File: src/rtl/qrt_pkg.sv
// Constants and carrier types for the quick RAM test engine
package qrt_pkg;
	// Command address prefixes
	localparam logic [3:0]  CMD_PREFIX    = 4'h2;
	localparam logic [15:0] RES_PREFIX    = 16'hF000;
	localparam logic [7:0]  RES_PAGE      = 8'h20;
	// Result location offsets inside the result page
	localparam logic [7:0]  OFS_START_LO  = 8'h00;
	localparam logic [7:0]  OFS_START_HI  = 8'h02;
	localparam logic [7:0]  OFS_END_LO    = 8'h04;
	localparam logic [7:0]  OFS_END_HI    = 8'h06;
	localparam logic [7:0]  OFS_ERR_LO    = 8'h08;
	localparam logic [7:0]  OFS_ERR_HI    = 8'h0A;
	localparam logic [7:0]  OFS_EXPECT    = 8'h0C;
	localparam logic [7:0]  OFS_ACTUAL    = 8'h0E;
	localparam logic [7:0]  OFS_MASK      = 8'h12;
	localparam logic [3:0]  OFS_CODE_HI   = 4'hF;
	// Command field positions
	localparam int          FC_LSB        = 24;
	localparam int          BYTE_BIT      = 27;
	localparam logic [3:0]  END_TAG       = 4'h1;
	// Status codes
	localparam logic [7:0]  ST_NONE       = 8'h00;
	localparam logic [7:0]  ST_ABORT_CMD  = 8'hA0;
	localparam logic [7:0]  ST_ABORT_DATA = 8'hA1;
	localparam logic [7:0]  ST_ABORT_ADDR = 8'hA2;
	localparam logic [7:0]  ST_ABORT_INC  = 8'hA3;
	localparam logic [7:0]  ST_BUSY_RW    = 8'hB0;
	localparam logic [7:0]  ST_BUSY_DEC   = 8'hB1;
	localparam logic [7:0]  ST_DONE       = 8'hC0;
	localparam logic [7:0]  ST_FAIL_RW    = 8'hF0;
	localparam logic [7:0]  ST_FAIL_DEC   = 8'hF1;
	// Default increments in bytes
	localparam logic [3:0]  INC_WORD      = 4'h2;
	localparam logic [3:0]  INC_BYTE      = 4'h1;
	// Reset values
	localparam logic [23:0] ADDR_RST      = 24'h000000;
	localparam logic [15:0] WORD_RST      = 16'h0000;

	// Host command into the pod
	typedef struct packed {
		logic        write;
		logic [31:0] addr;
		logic [15:0] data;
	} qrt_cmd_t;

	// Access on the target processor bus
	typedef struct packed {
		logic        req;
		logic        we;
		logic        byte_mode;
		logic [2:0]  fc;
		logic [23:0] addr;
		logic [15:0] wdata;
	} qrt_bus_t;

	// Engine states
	typedef enum logic [2:0] {
		S_IDLE, S_W1, S_R1, S_W0, S_R0, S_WP, S_DR
	} qrt_state_t;
endpackage : qrt_pkg

File: src/rtl/qrt_engine.sv
// Quick RAM test engine: two-phase memory test over the target bus
// Function
// - Read/write phase, then address-decoding phase.
// - Write and read ones and zeros per address.
// - Leave unique pattern at every address.
// - Decode phase reads, compares, flags mismatch.
// - Zero increment means two word, one byte.
// - End above start; word addresses even.
// - Odd increment in word mode is illegal.
// - End command function code used throughout.
// - Test starts right after end command.
// - Results only given when host reads.
// - Any other operation aborts running test.
// - Status read low byte is status code.
// - Status high byte is address bits 19:12 while busy, 00 when idle.
// - Early result read aborts, returns old values.
// - Byte mode increment two tests odd bytes.
// - Status codes 00, A0-A3, B0/B1, C0, F0/F1.
// - Result page gives addresses, expected, actual.
// - Read/write fail mask marks bad bits.
`timescale 1ns/10ps
module qrt_engine
	import qrt_pkg::*;
(
	input  wire logic     mclk,
	input  wire logic     reset,
	input  wire logic     ce,
	input  wire logic     cmd_valid,
	input  wire qrt_cmd_t cmd,
	output qrt_bus_t      bus_q,
	input  wire logic     bus_ack,
	input  wire logic [15:0] bus_rdata,
	output logic          rsp_valid_q,
	output logic [15:0]   rsp_data_q
);
	qrt_state_t  state_q,  state_d;
	qrt_bus_t    bus_d;
	logic        rsp_valid_d;
	logic [15:0] rsp_data_d;
	logic [7:0]  code_q,   code_d;
	logic [23:0] start_q,  start_d;
	logic [23:0] end_q,    end_d;
	logic [23:0] cur_q,    cur_d;
	logic [3:0]  inc_q,    inc_d;
	logic [2:0]  fc_q,     fc_d;
	logic        bmode_q,  bmode_d;
	// Published results of the last finished test
	logic [23:0] r_start_q, r_start_d;
	logic [23:0] r_end_q,   r_end_d;
	logic [23:0] r_err_q,   r_err_d;
	logic [15:0] r_exp_q,   r_exp_d;
	logic [15:0] r_act_q,   r_act_d;
	logic [15:0] r_mask_q,  r_mask_d;

	// Pattern unique to an address within the data width
	function automatic logic [15:0] pat(input logic [23:0] a,
		input logic bm);
		logic [15:0] p;
		p = a[15:0] ^ {a[23:16], 8'h00};
		if (bm)
			p = {8'h00, a[7:0]};
		return p;
	endfunction : pat

	logic        busy;
	logic [15:0] dmask;
	logic [24:0] nxt;
	logic        last;
	logic [15:0] bad;
	logic [3:0]  z;
	logic [3:0]  inc_new;
	logic        bm_new;
	logic [23:0] a_new;

	// Next-state logic: bus engine first, host command overrides
	always_comb begin
		state_d     = state_q;
		bus_d       = bus_q;
		rsp_valid_d = 1'b0;
		rsp_data_d  = rsp_data_q;
		code_d      = code_q;
		start_d     = start_q;
		end_d       = end_q;
		cur_d       = cur_q;
		inc_d       = inc_q;
		fc_d        = fc_q;
		bmode_d     = bmode_q;
		r_start_d   = r_start_q;
		r_end_d     = r_end_q;
		r_err_d     = r_err_q;
		r_exp_d     = r_exp_q;
		r_act_d     = r_act_q;
		r_mask_d    = r_mask_q;
		busy    = (state_q != S_IDLE);
		dmask   = bmode_q ? 16'h00FF : 16'hFFFF;
		nxt     = {1'b0, cur_q} + {21'h000000, inc_q};
		last    = (nxt > {1'b0, end_q});
		bad     = 16'h0000;
		z       = cmd.data[7:4];
		bm_new  = cmd.addr[BYTE_BIT];
		a_new   = cmd.addr[23:0];
		inc_new = (z != 4'h0) ? z : (bm_new ? INC_BYTE : INC_WORD);

		// Bus engine: one access completes per acknowledged cycle
		if (busy && bus_q.req && bus_ack) begin
			case (state_q)
				S_W1: begin
					state_d     = S_R1;
					bus_d.we    = 1'b0;
				end
				S_R1: begin
					bad = ~bus_rdata & dmask;
					if (bad != 16'h0000) begin
						state_d   = S_IDLE;
						bus_d.req = 1'b0;
						code_d    = ST_FAIL_RW;
						r_exp_d   = dmask;
						r_act_d   = bus_rdata & dmask;
						r_mask_d  = bad;
					end else begin
						state_d     = S_W0;
						bus_d.we    = 1'b1;
						bus_d.wdata = WORD_RST;
					end
				end
				S_W0: begin
					state_d  = S_R0;
					bus_d.we = 1'b0;
				end
				S_R0: begin
					bad = bus_rdata & dmask;
					if (bad != 16'h0000) begin
						state_d   = S_IDLE;
						bus_d.req = 1'b0;
						code_d    = ST_FAIL_RW;
						r_exp_d   = WORD_RST;
						r_act_d   = bus_rdata & dmask;
						r_mask_d  = bad;
					end else begin
						state_d     = S_WP;
						bus_d.we    = 1'b1;
						bus_d.wdata = pat(cur_q, bmode_q);
					end
				end
				S_WP: begin
					if (last) begin
						state_d     = S_DR;
						code_d      = ST_BUSY_DEC;
						cur_d       = start_q;
						bus_d.addr  = start_q;
						bus_d.we    = 1'b0;
					end else begin
						state_d     = S_W1;
						cur_d       = nxt[23:0];
						bus_d.addr  = nxt[23:0];
						bus_d.wdata = dmask;
					end
				end
				S_DR: begin
					bad = (bus_rdata ^ pat(cur_q, bmode_q)) & dmask;
					if (bad != 16'h0000) begin
						state_d   = S_IDLE;
						bus_d.req = 1'b0;
						code_d    = ST_FAIL_DEC;
						r_exp_d   = pat(cur_q, bmode_q);
						r_act_d   = bus_rdata & dmask;
						r_mask_d  = bad;
					end else if (last) begin
						state_d   = S_IDLE;
						bus_d.req = 1'b0;
						code_d    = ST_DONE;
						r_exp_d   = WORD_RST;
						r_act_d   = WORD_RST;
						r_mask_d  = WORD_RST;
					end else begin
						cur_d      = nxt[23:0];
						bus_d.addr = nxt[23:0];
					end
				end
				default: begin
					state_d   = S_IDLE;
					bus_d.req = 1'b0;
				end
			endcase
			// Publish results once the test has ended
			if (state_d == S_IDLE) begin
				r_start_d = start_q;
				r_end_d   = end_q;
				r_err_d   = (code_d == ST_DONE) ? ADDR_RST : cur_q;
			end
		end

		// Host command handling
		if (cmd_valid) begin
			if (cmd.addr[31:28] == CMD_PREFIX) begin
				if (!cmd.write) begin
					rsp_valid_d = 1'b1;
					rsp_data_d  = {busy ? cur_q[19:12] : 8'h00,
						code_q};
				end else begin
					state_d   = S_IDLE;
					bus_d.req = 1'b0;
					code_d    = busy ? ST_ABORT_CMD : code_q;
					if (cmd.data == WORD_RST) begin
						start_d = a_new;
					end else if (cmd.data[3:0] != END_TAG ||
						cmd.data[15:8] != 8'h00) begin
						code_d = ST_ABORT_DATA;
					end else if (a_new <= start_q ||
						(!bm_new && (a_new[0] || start_q[0]))) begin
						code_d = ST_ABORT_ADDR;
					end else if (!bm_new && inc_new[0]) begin
						code_d = ST_ABORT_INC;
					end else begin
						// Start at once with the new range
						state_d     = S_W1;
						code_d      = ST_BUSY_RW;
						end_d       = a_new;
						inc_d       = inc_new;
						bmode_d     = bm_new;
						fc_d        = cmd.addr[FC_LSB +: 3];
						cur_d       = start_q;
						bus_d.req   = 1'b1;
						bus_d.we    = 1'b1;
						bus_d.byte_mode = bm_new;
						bus_d.fc    = cmd.addr[FC_LSB +: 3];
						bus_d.addr  = start_q;
						bus_d.wdata = bm_new ? 16'h00FF : 16'hFFFF;
					end
				end
			end else if (cmd.addr[31:16] == RES_PREFIX &&
				cmd.addr[15:8] == RES_PAGE && !cmd.write) begin
				rsp_valid_d = 1'b1;
				case (cmd.addr[7:0])
					OFS_START_LO: rsp_data_d = r_start_q[15:0];
					OFS_START_HI: rsp_data_d = {8'h00, r_start_q[23:16]};
					OFS_END_LO:   rsp_data_d = r_end_q[15:0];
					OFS_END_HI:   rsp_data_d = {8'h00, r_end_q[23:16]};
					OFS_ERR_LO:   rsp_data_d = r_err_q[15:0];
					OFS_ERR_HI:   rsp_data_d = {8'h00, r_err_q[23:16]};
					OFS_EXPECT:   rsp_data_d = r_exp_q;
					OFS_ACTUAL:   rsp_data_d = r_act_q;
					OFS_MASK:     rsp_data_d = r_mask_q;
					default:      rsp_data_d = (cmd.addr[7:4] == OFS_CODE_HI)
						? {8'h00, code_q} : WORD_RST;
				endcase
				if (busy) begin
					state_d   = S_IDLE;
					bus_d.req = 1'b0;
					code_d    = ST_ABORT_CMD;
				end
			end else if (busy) begin
				state_d   = S_IDLE;
				bus_d.req = 1'b0;
				code_d    = ST_ABORT_CMD;
			end
		end
	end

	// State registers, frozen while ce is low
	always_ff @(posedge mclk) begin
		if (reset) begin
			state_q     <= S_IDLE;
			bus_q       <= '0;
			rsp_valid_q <= 1'b0;
			rsp_data_q  <= WORD_RST;
			code_q      <= ST_NONE;
			start_q     <= ADDR_RST;
			end_q       <= ADDR_RST;
			cur_q       <= ADDR_RST;
			inc_q       <= INC_WORD;
			fc_q        <= 3'h0;
			bmode_q     <= 1'b0;
			r_start_q   <= ADDR_RST;
			r_end_q     <= ADDR_RST;
			r_err_q     <= ADDR_RST;
			r_exp_q     <= WORD_RST;
			r_act_q     <= WORD_RST;
			r_mask_q    <= WORD_RST;
		end else if (ce) begin
			state_q     <= state_d;
			bus_q       <= bus_d;
			rsp_valid_q <= rsp_valid_d;
			rsp_data_q  <= rsp_data_d;
			code_q      <= code_d;
			start_q     <= start_d;
			end_q       <= end_d;
			cur_q       <= cur_d;
			inc_q       <= inc_d;
			fc_q        <= fc_d;
			bmode_q     <= bmode_d;
			r_start_q   <= r_start_d;
			r_end_q     <= r_end_d;
			r_err_q     <= r_err_d;
			r_exp_q     <= r_exp_d;
			r_act_q     <= r_act_d;
			r_mask_q    <= r_mask_d;
		end
	end
endmodule : qrt_engine

File: config.mk
export PLATFORM = sky130hd
export DESIGN_NAME = qrt_engine
export DESIGN_NICKNAME = d
export VERILOG_FILES = /design/src/rtl/qrt_pkg.sv /design/src/rtl/qrt_engine.sv
export SDC_FILE = /design/constraint.sdc
export NUM_CORES = 1
export LEC_CHECK = 0
export ABC_AREA = 1
export BUFFER_PORTS_ARGS = -buffer_cell sky130_fd_sc_hd__clkbuf_2
export CORE_AREA = 10 10 193 177
export DETAILED_ROUTE_END_ITERATION = 12
export DIE_AREA = 0 0 203 187
export PLACE_DENSITY = 0.7
export SYNTH_ARGS = -nofsm -noshare
export SYNTH_HDL_FRONTEND = slang
export SYNTH_SLANG_ARGS = --single-unit
File: constraint.sdc
create_clock -name mclk -period 4.9 [get_ports mclk]
set_input_delay 0.735 -clock mclk [delete_from_list [all_inputs] [get_ports mclk]]
set_output_delay 0.735 -clock mclk [all_outputs]
set_load 0.01 [all_outputs]
Yosys cells after proc, flatten, opt, wreduce, memory -nomap -nowiden
Index checks and enable logic that the tools add are counted.
{ "word_totals": {"ramBits": 0, "mem_count": 0, "latchBits": 0, "reg_bits": 270, "wordCells": 190, "out_inout_bits": 63, "inputBits": 70, "rom_bits": 0} }
{ "op_classes": {"div_mod_pow": 0, "eq_ne": 25, "shift": 0, "mux": 102, "n_addsub": 1, "n_reduce_logical": 30, "n_lt_le_gt_ge": 2, "n_bitwise": 10, "multipliers": 0} }
{ "op_table": {"columns": ["cell", "n"], "rows": [
  ["24-bit two-way mux", 14],
  ["16-bit two-way mux", 20],
  ["46-bit two-way mux", 6],
  ["16-bit one-hot mux with 3 select lines", 4],
  ["16-bit one-hot mux with 9 select lines", 1],
  ["8-bit two-way mux", 15],
  ["24-bit one-hot mux with 2 select lines", 2],
  ["16-bit AND", 3],
  ["16-bit nonzero test", 3],
  ["45-bit two-way mux", 1],
  ["40-bit two-way mux", 1],
  ["8-bit by 4-bit == test with 1-bit output, second input constant", 4],
  ["8-bit one-hot mux with 4 select lines", 1],
  ["16-bit XOR", 2],
  ["3-bit two-way mux", 10],
  ["24-bit by 4-bit adder with 25-bit output", 1],
  ["25-bit by 24-bit greater-than comparator with 1-bit output", 1],
  ["24-bit less-or-equal comparator", 1],
  ["3-bit one-hot mux with 6 select lines", 1],
  ["1-bit two-way mux", 17],
  ["16-bit == test, second input constant", 1],
  ["8-bit by 3-bit == test with 1-bit output, second input constant", 2],
  ["16-bit logical NOT", 1],
  ["16-bit NOT", 1],
  ["35 further kinds", 57]
]} }

Logic depth before layout (Yosys ltp)
{ "depth": {"word_depth": 17, "depth_mapped": 32, "depth_no_buf": 31} }

Worst setup path after synthesis
OpenSTA, ideal clock, no wires.
{ "synth_timing": {"path_kind": "reg-to-reg", "start": "reg cur_q[1]", "end": "reg r_err_q[9]", "setup_slack_ns": 1.107, "setup_time_ns": 0.122, "arrival_ns": 3.671, "stages_incl_launch_ff": 30, "path_buffers": 1, "period_less_slack_ns": 3.793, "required_ns": 4.778, "path_cell_list": "dfxtp_1 -> inv_1 -> fa_1 -> o21ai_0 -> nand2_1 -> nor2_1 -> nand2_1 -> inv_1 -> nand2_1 -> nand2_1 -> and2_1 -> inv_1 -> ha_1 -> nand2_1 -> nand2_1 -> nand2_1 -> nand2_1 -> nand2_1 -> nand2_1 -> a21oi_1 -> nand3_1 -> nand3_2 -> nand2_1 -> nor2_1 -> nand2_1 -> nor3_1 -> nand2_2 -> buf_8 -> nand2_1 -> a21oi_2"} }
{ "synth_via": {"elab_chain_len": 12, "word_cells_on_any_way": 23, "cone_classes": "1 x add/sub; 1 x order compare; 1 x eq/ne; 14 x mux; 3 x bitwise; 3 x reduce/logical"} }
{ "synth_rtl": {"columns": ["item", "line_no", "source"], "rows": [
  ["start: declaration", "qrt_engine.sv:43", "logic [23:0] cur_q, cur_d;"],
  ["start signal: assignment", "qrt_engine.sv:288", "cur_q <= cur_d;"],
  ["branches (longest 12 deep; another with 24-bit by 4-bit adder with 25-bit output)", null, null],
  ["end signal: assignment", "qrt_engine.sv:294", "r_err_q <= r_err_d;"],
  ["end: declaration", "qrt_engine.sv:50", "logic [23:0] r_err_q, r_err_d;"]
]} }
Several ways; the timed one is not identified. The select of a mux whose other input is x is not followed.
A chain may end at the register's enable or synchronous reset.

Worst setup path after layout
{ "layout_timing": {"start": "reg cur_q[0]", "end": "reg r_err_q[3]"} }
The elaborated chain is that of the path after synthesis.

==> results.md <==
* Maximum vdd ir drop at about 0.35 mV
* PwrDens at around 280 mW/mm^2
* Hold-fix buffer count after cts at 0
* Die area at 0.0380 sq mm
* First-pass GRT wire length at roughly 100,000 um
* Fin crit share at 0.901
* Final WS setup at 0.487 ns
* Top Ports at about 130
* Post-Layout Cell Count at ~3,000
* Synth async-reset ratio at 0
* CP Class: reg -> reg
* H-tree level count at 1
* Top delay family on crit path: simple AND/OR/NAND/NOR gates
* Post-synthesis sequential area ratio at 0.333
* HPWL after DPL at approximately 50,000 um
* Register area at ~0.0054 sq mm
* Synthesized area per cell at roughly 6.5 sq um
* Reg2reg start: cur_q[0]
* Distinct cell type count after synthesis at 52
* Slowest CP cell: xor2_1
* Wire length per cell at 23.0 um
* Layout cell share with drive strength beyond 1 at 0.124
* Synth warn at 0
* Post-synth top area cell: dfxtp_1
* Crit path max fanout at 24
* CTS tree: yes
* Min cycle time layout at around 4.4 ns
* Filler Cell Count at ~3,000
* Final Hold Fails at 0
* Hold wc startpoint: cmd[6]
* Setup TNS at 0 ns
* Synth top area share at 0.333
* Slew Viols, Final at 0
* Status: finished, final reports clean
* Via/cell ratio at between 6 and 7
* Number of port buffers at 132
* Tot GR Track Use at 0.347
* Syn Inst Count at about 2,500
* Ys flop type: dfxtp_1
* # DRC at 0
* Top cell by count, worst path: nand2_1
* Layout Skew at about 0.017 ns
* Setup slack at placement at 0.188 ns
* Worst EP arrival at 4.94 ns
* R2R cell count at 27
* Sink Count at 270
* Hold Path Class: in -> reg
* Ranking of synthesized cells by area: dfxtp_1 (33%), nand2_1 (14%), a21oi_1 (11%)
* Core box area at between 0.03 and 0.04 sq mm
* Top cells by count, synth: nand2_1 (591), a21oi_1 (346), o21ai_0 (307), dfxtp_1 (270), inv_1 (213)
* Post-CTS setup buffers at 0
* Layout Utilization at 0.607
* Synthesized net count at between 2,000 and 3,000
* Final ANT Viol Nets at 0
* Worst path required time at about 5.4 ns
* Endpoint class of the critical path: register
* Initial core utilization at 0.536
* RSZ-0062 raised after global routing: no
* Nets@finish at about 2,700
* EDFF count, synth at 0
* Slew HR at 0.195
* CTS clock-pin slew for the worst setup and hold paths at roughly 0.07 ns
* Total wire length at 68,900 um
* Largest stage delay on the critical path at between 0.4 and 0.5 ns
* Leak Pwr at 7.51 nW
* Synthesized flop and latch total at 270
* First-pass DRT Iterations at 6
* Number of CTS-inserted buffers at 30
* DR vias at 18,300
* Clk buf depth at 3
* Initial antenna violation count at 0
* Reg-to-Reg End: r_err_q[3]
* CTS Root Cell: clkbuf_16
* Worst R2R Setup Slack at approximately 0.5 ns
* Multi-input gate area at 0.00923 sq mm
* Largest net degree at the start of global routing at just over 90
* Final setup viols at 0
* Hold Crit Depth at 3
* Syn Std Cell Area at roughly 0.016 sq mm
* Crit path buf inv count at 3
* Hold Crit Endpoint: inc_q[2]
* Top-count cell post-synth: nand2_1
* Drt initial violations at between 2,000 and 2,500
* Least-Margin Pin Slew at ~1.2 ns
* Die H at around 190 um
* Fin Hold WS at roughly 0.4 ns
* Vias in the first global route at roughly 17,000
* CP Launch Type: register
* GPL Wtd Cong at between 1 and 1.5
* Site row count at 61
* Placed cells at between 2,000 and 3,000
* Total gr overflow at 0
* FMAX at 227 MHz
* P&R area growth vs syn at 13.2%
* Die width at 203 um
* Max-cap violations at 0
* Later-pin clock latency in the skew report at around 0.6 ns
-- per-layer routing --
metal  track usage  share of wire  up-vias
met1         0.471           0.41     8444
met5             0              0        -
met3        0.0848           0.12      173
li1              -              -     8517
met2         0.505           0.42     1137
met4         0.162          0.049        0
-- repair_timing --
| item | 4_1_cts | 5_1_grt |
|---|---|---|
| endpoints found under the hold margin | 0 | 0 |
| resized for setup | 0 | 3 |
| endpoints found under the setup margin | 0 | 108 |
-- report_power, final --
part           internal, mW  switching, mW
clock                  1.50           1.03
combinational         0.134          0.307
sequential             2.22         0.0247
total                  3.85           1.36
-- state kept, by name (all words and copies together), names as in the netlist --
register / flops
bus_q: 45
cur_q: 24
end_q: 24
r_end_q: 24
r_err_q: 24
r_start_q: 24
start_q: 24
r_act_q: 16
r_exp_q: 16
r_mask_q: 16
rsp_data_q: 16
code_q: 8
inc_q: 4
state_q: 3
bmode_q: 1
rsp_valid_q: 1
-- stage by stage --
stage	total power, mW	cell area, sq um
after floorplan	2.53	16200
after global placement	2.70	17300
after detailed placement	2.71	17300
after CTS	5.18	18400
after global routing	5.32	18400
final	5.21	18400
-- cells by family (layout without fill, tap and decap cells) --
kind of cell	Yosys count	after routing	synth area share
flip-flops	270	270	0.333
buffers and inverters	390	485	0.101
adder cells (fa/ha/maj)	54	54	0.0421
AO/OA/AOI/OAI	787	787	0.263
XOR/XNOR	30	30	0.0162
AND/OR/NAND/NOR	954	956	0.245
other	0	1	0
-- worst register-to-register path: stages, from the launching register on --
cell and delay (ns):
dfxtp_1 0.33, ha_1 0.17, inv_1 0.06, fa_1 0.41, o21ai_1 0.23, nand2_1 0.18
nor2_1 0.15, xor2_1 0.45, ha_1 0.35, nand2_1 0.07, nand2_1 0.04, nand2_1 0.05
nand2_1 0.05, nand2_1 0.05, nand2_1 0.07, a21oi_1 0.13, nand3_1 0.17, nand2_4 0.13
buf_12 0.16, nand2_2 0.12, nand3_1 0.17, nand2_1 0.07, nand2_1 0.08, nor2_2 0.05
nand2_2 0.10, buf_6 0.25, nand2_1 0.10, a21oi_1 0.16
-- final cells by class --
type                    instances  share of cell area
clock buffers                  40              0.0467
diodes                          1            0.000136
flip-flops and latches        270               0.294
inverters                     228              0.0470
well taps                     409              0.0278
multi-input cells            1827               0.502
clock inverters                15              0.0130
repair buffers                202              0.0695
-- layout by cell type, fill, tap and decap left out, drive strengths merged, types with 2 or more instances in the layout --
master   count
bufinv       5
a21oi      358
a21o         2
nor2       167
or2          5
nor3        22
o211ai       6
o21ai      315
nor4        10
a22oi       14
nand3b       2
a31oi       31
o2111ai     13
clkbuf     171
clkinv      13
nand2      608
xnor2        8
xor2        22
o221ai      10
and2         2
a221oi      19
a211oi       5
nand4       22
buf         71
inv        224
dfxtp      270
o22ai       11
ha          53
nand3      116
-- how the worst max path moves through the flow --
stage | start | to | slack, ns | cells after the start
finish | cur_q[0] | r_err_q[3] | 0.49 | 27
global route | cur_q[0] | bus_q[36] | 0.03 | 33
detailed placement | cur_q[0] | r_err_q[3] | 0.19 | 26
CTS | cur_q[0] | r_end_q[12] | 0.13 | 26
floorplan | cur_q[1] | r_err_q[9] | 1.11 | 29
global placement | cur_q[0] | r_err_q[9] | 0.29 | 26
(Power assumes the default switching activity.)
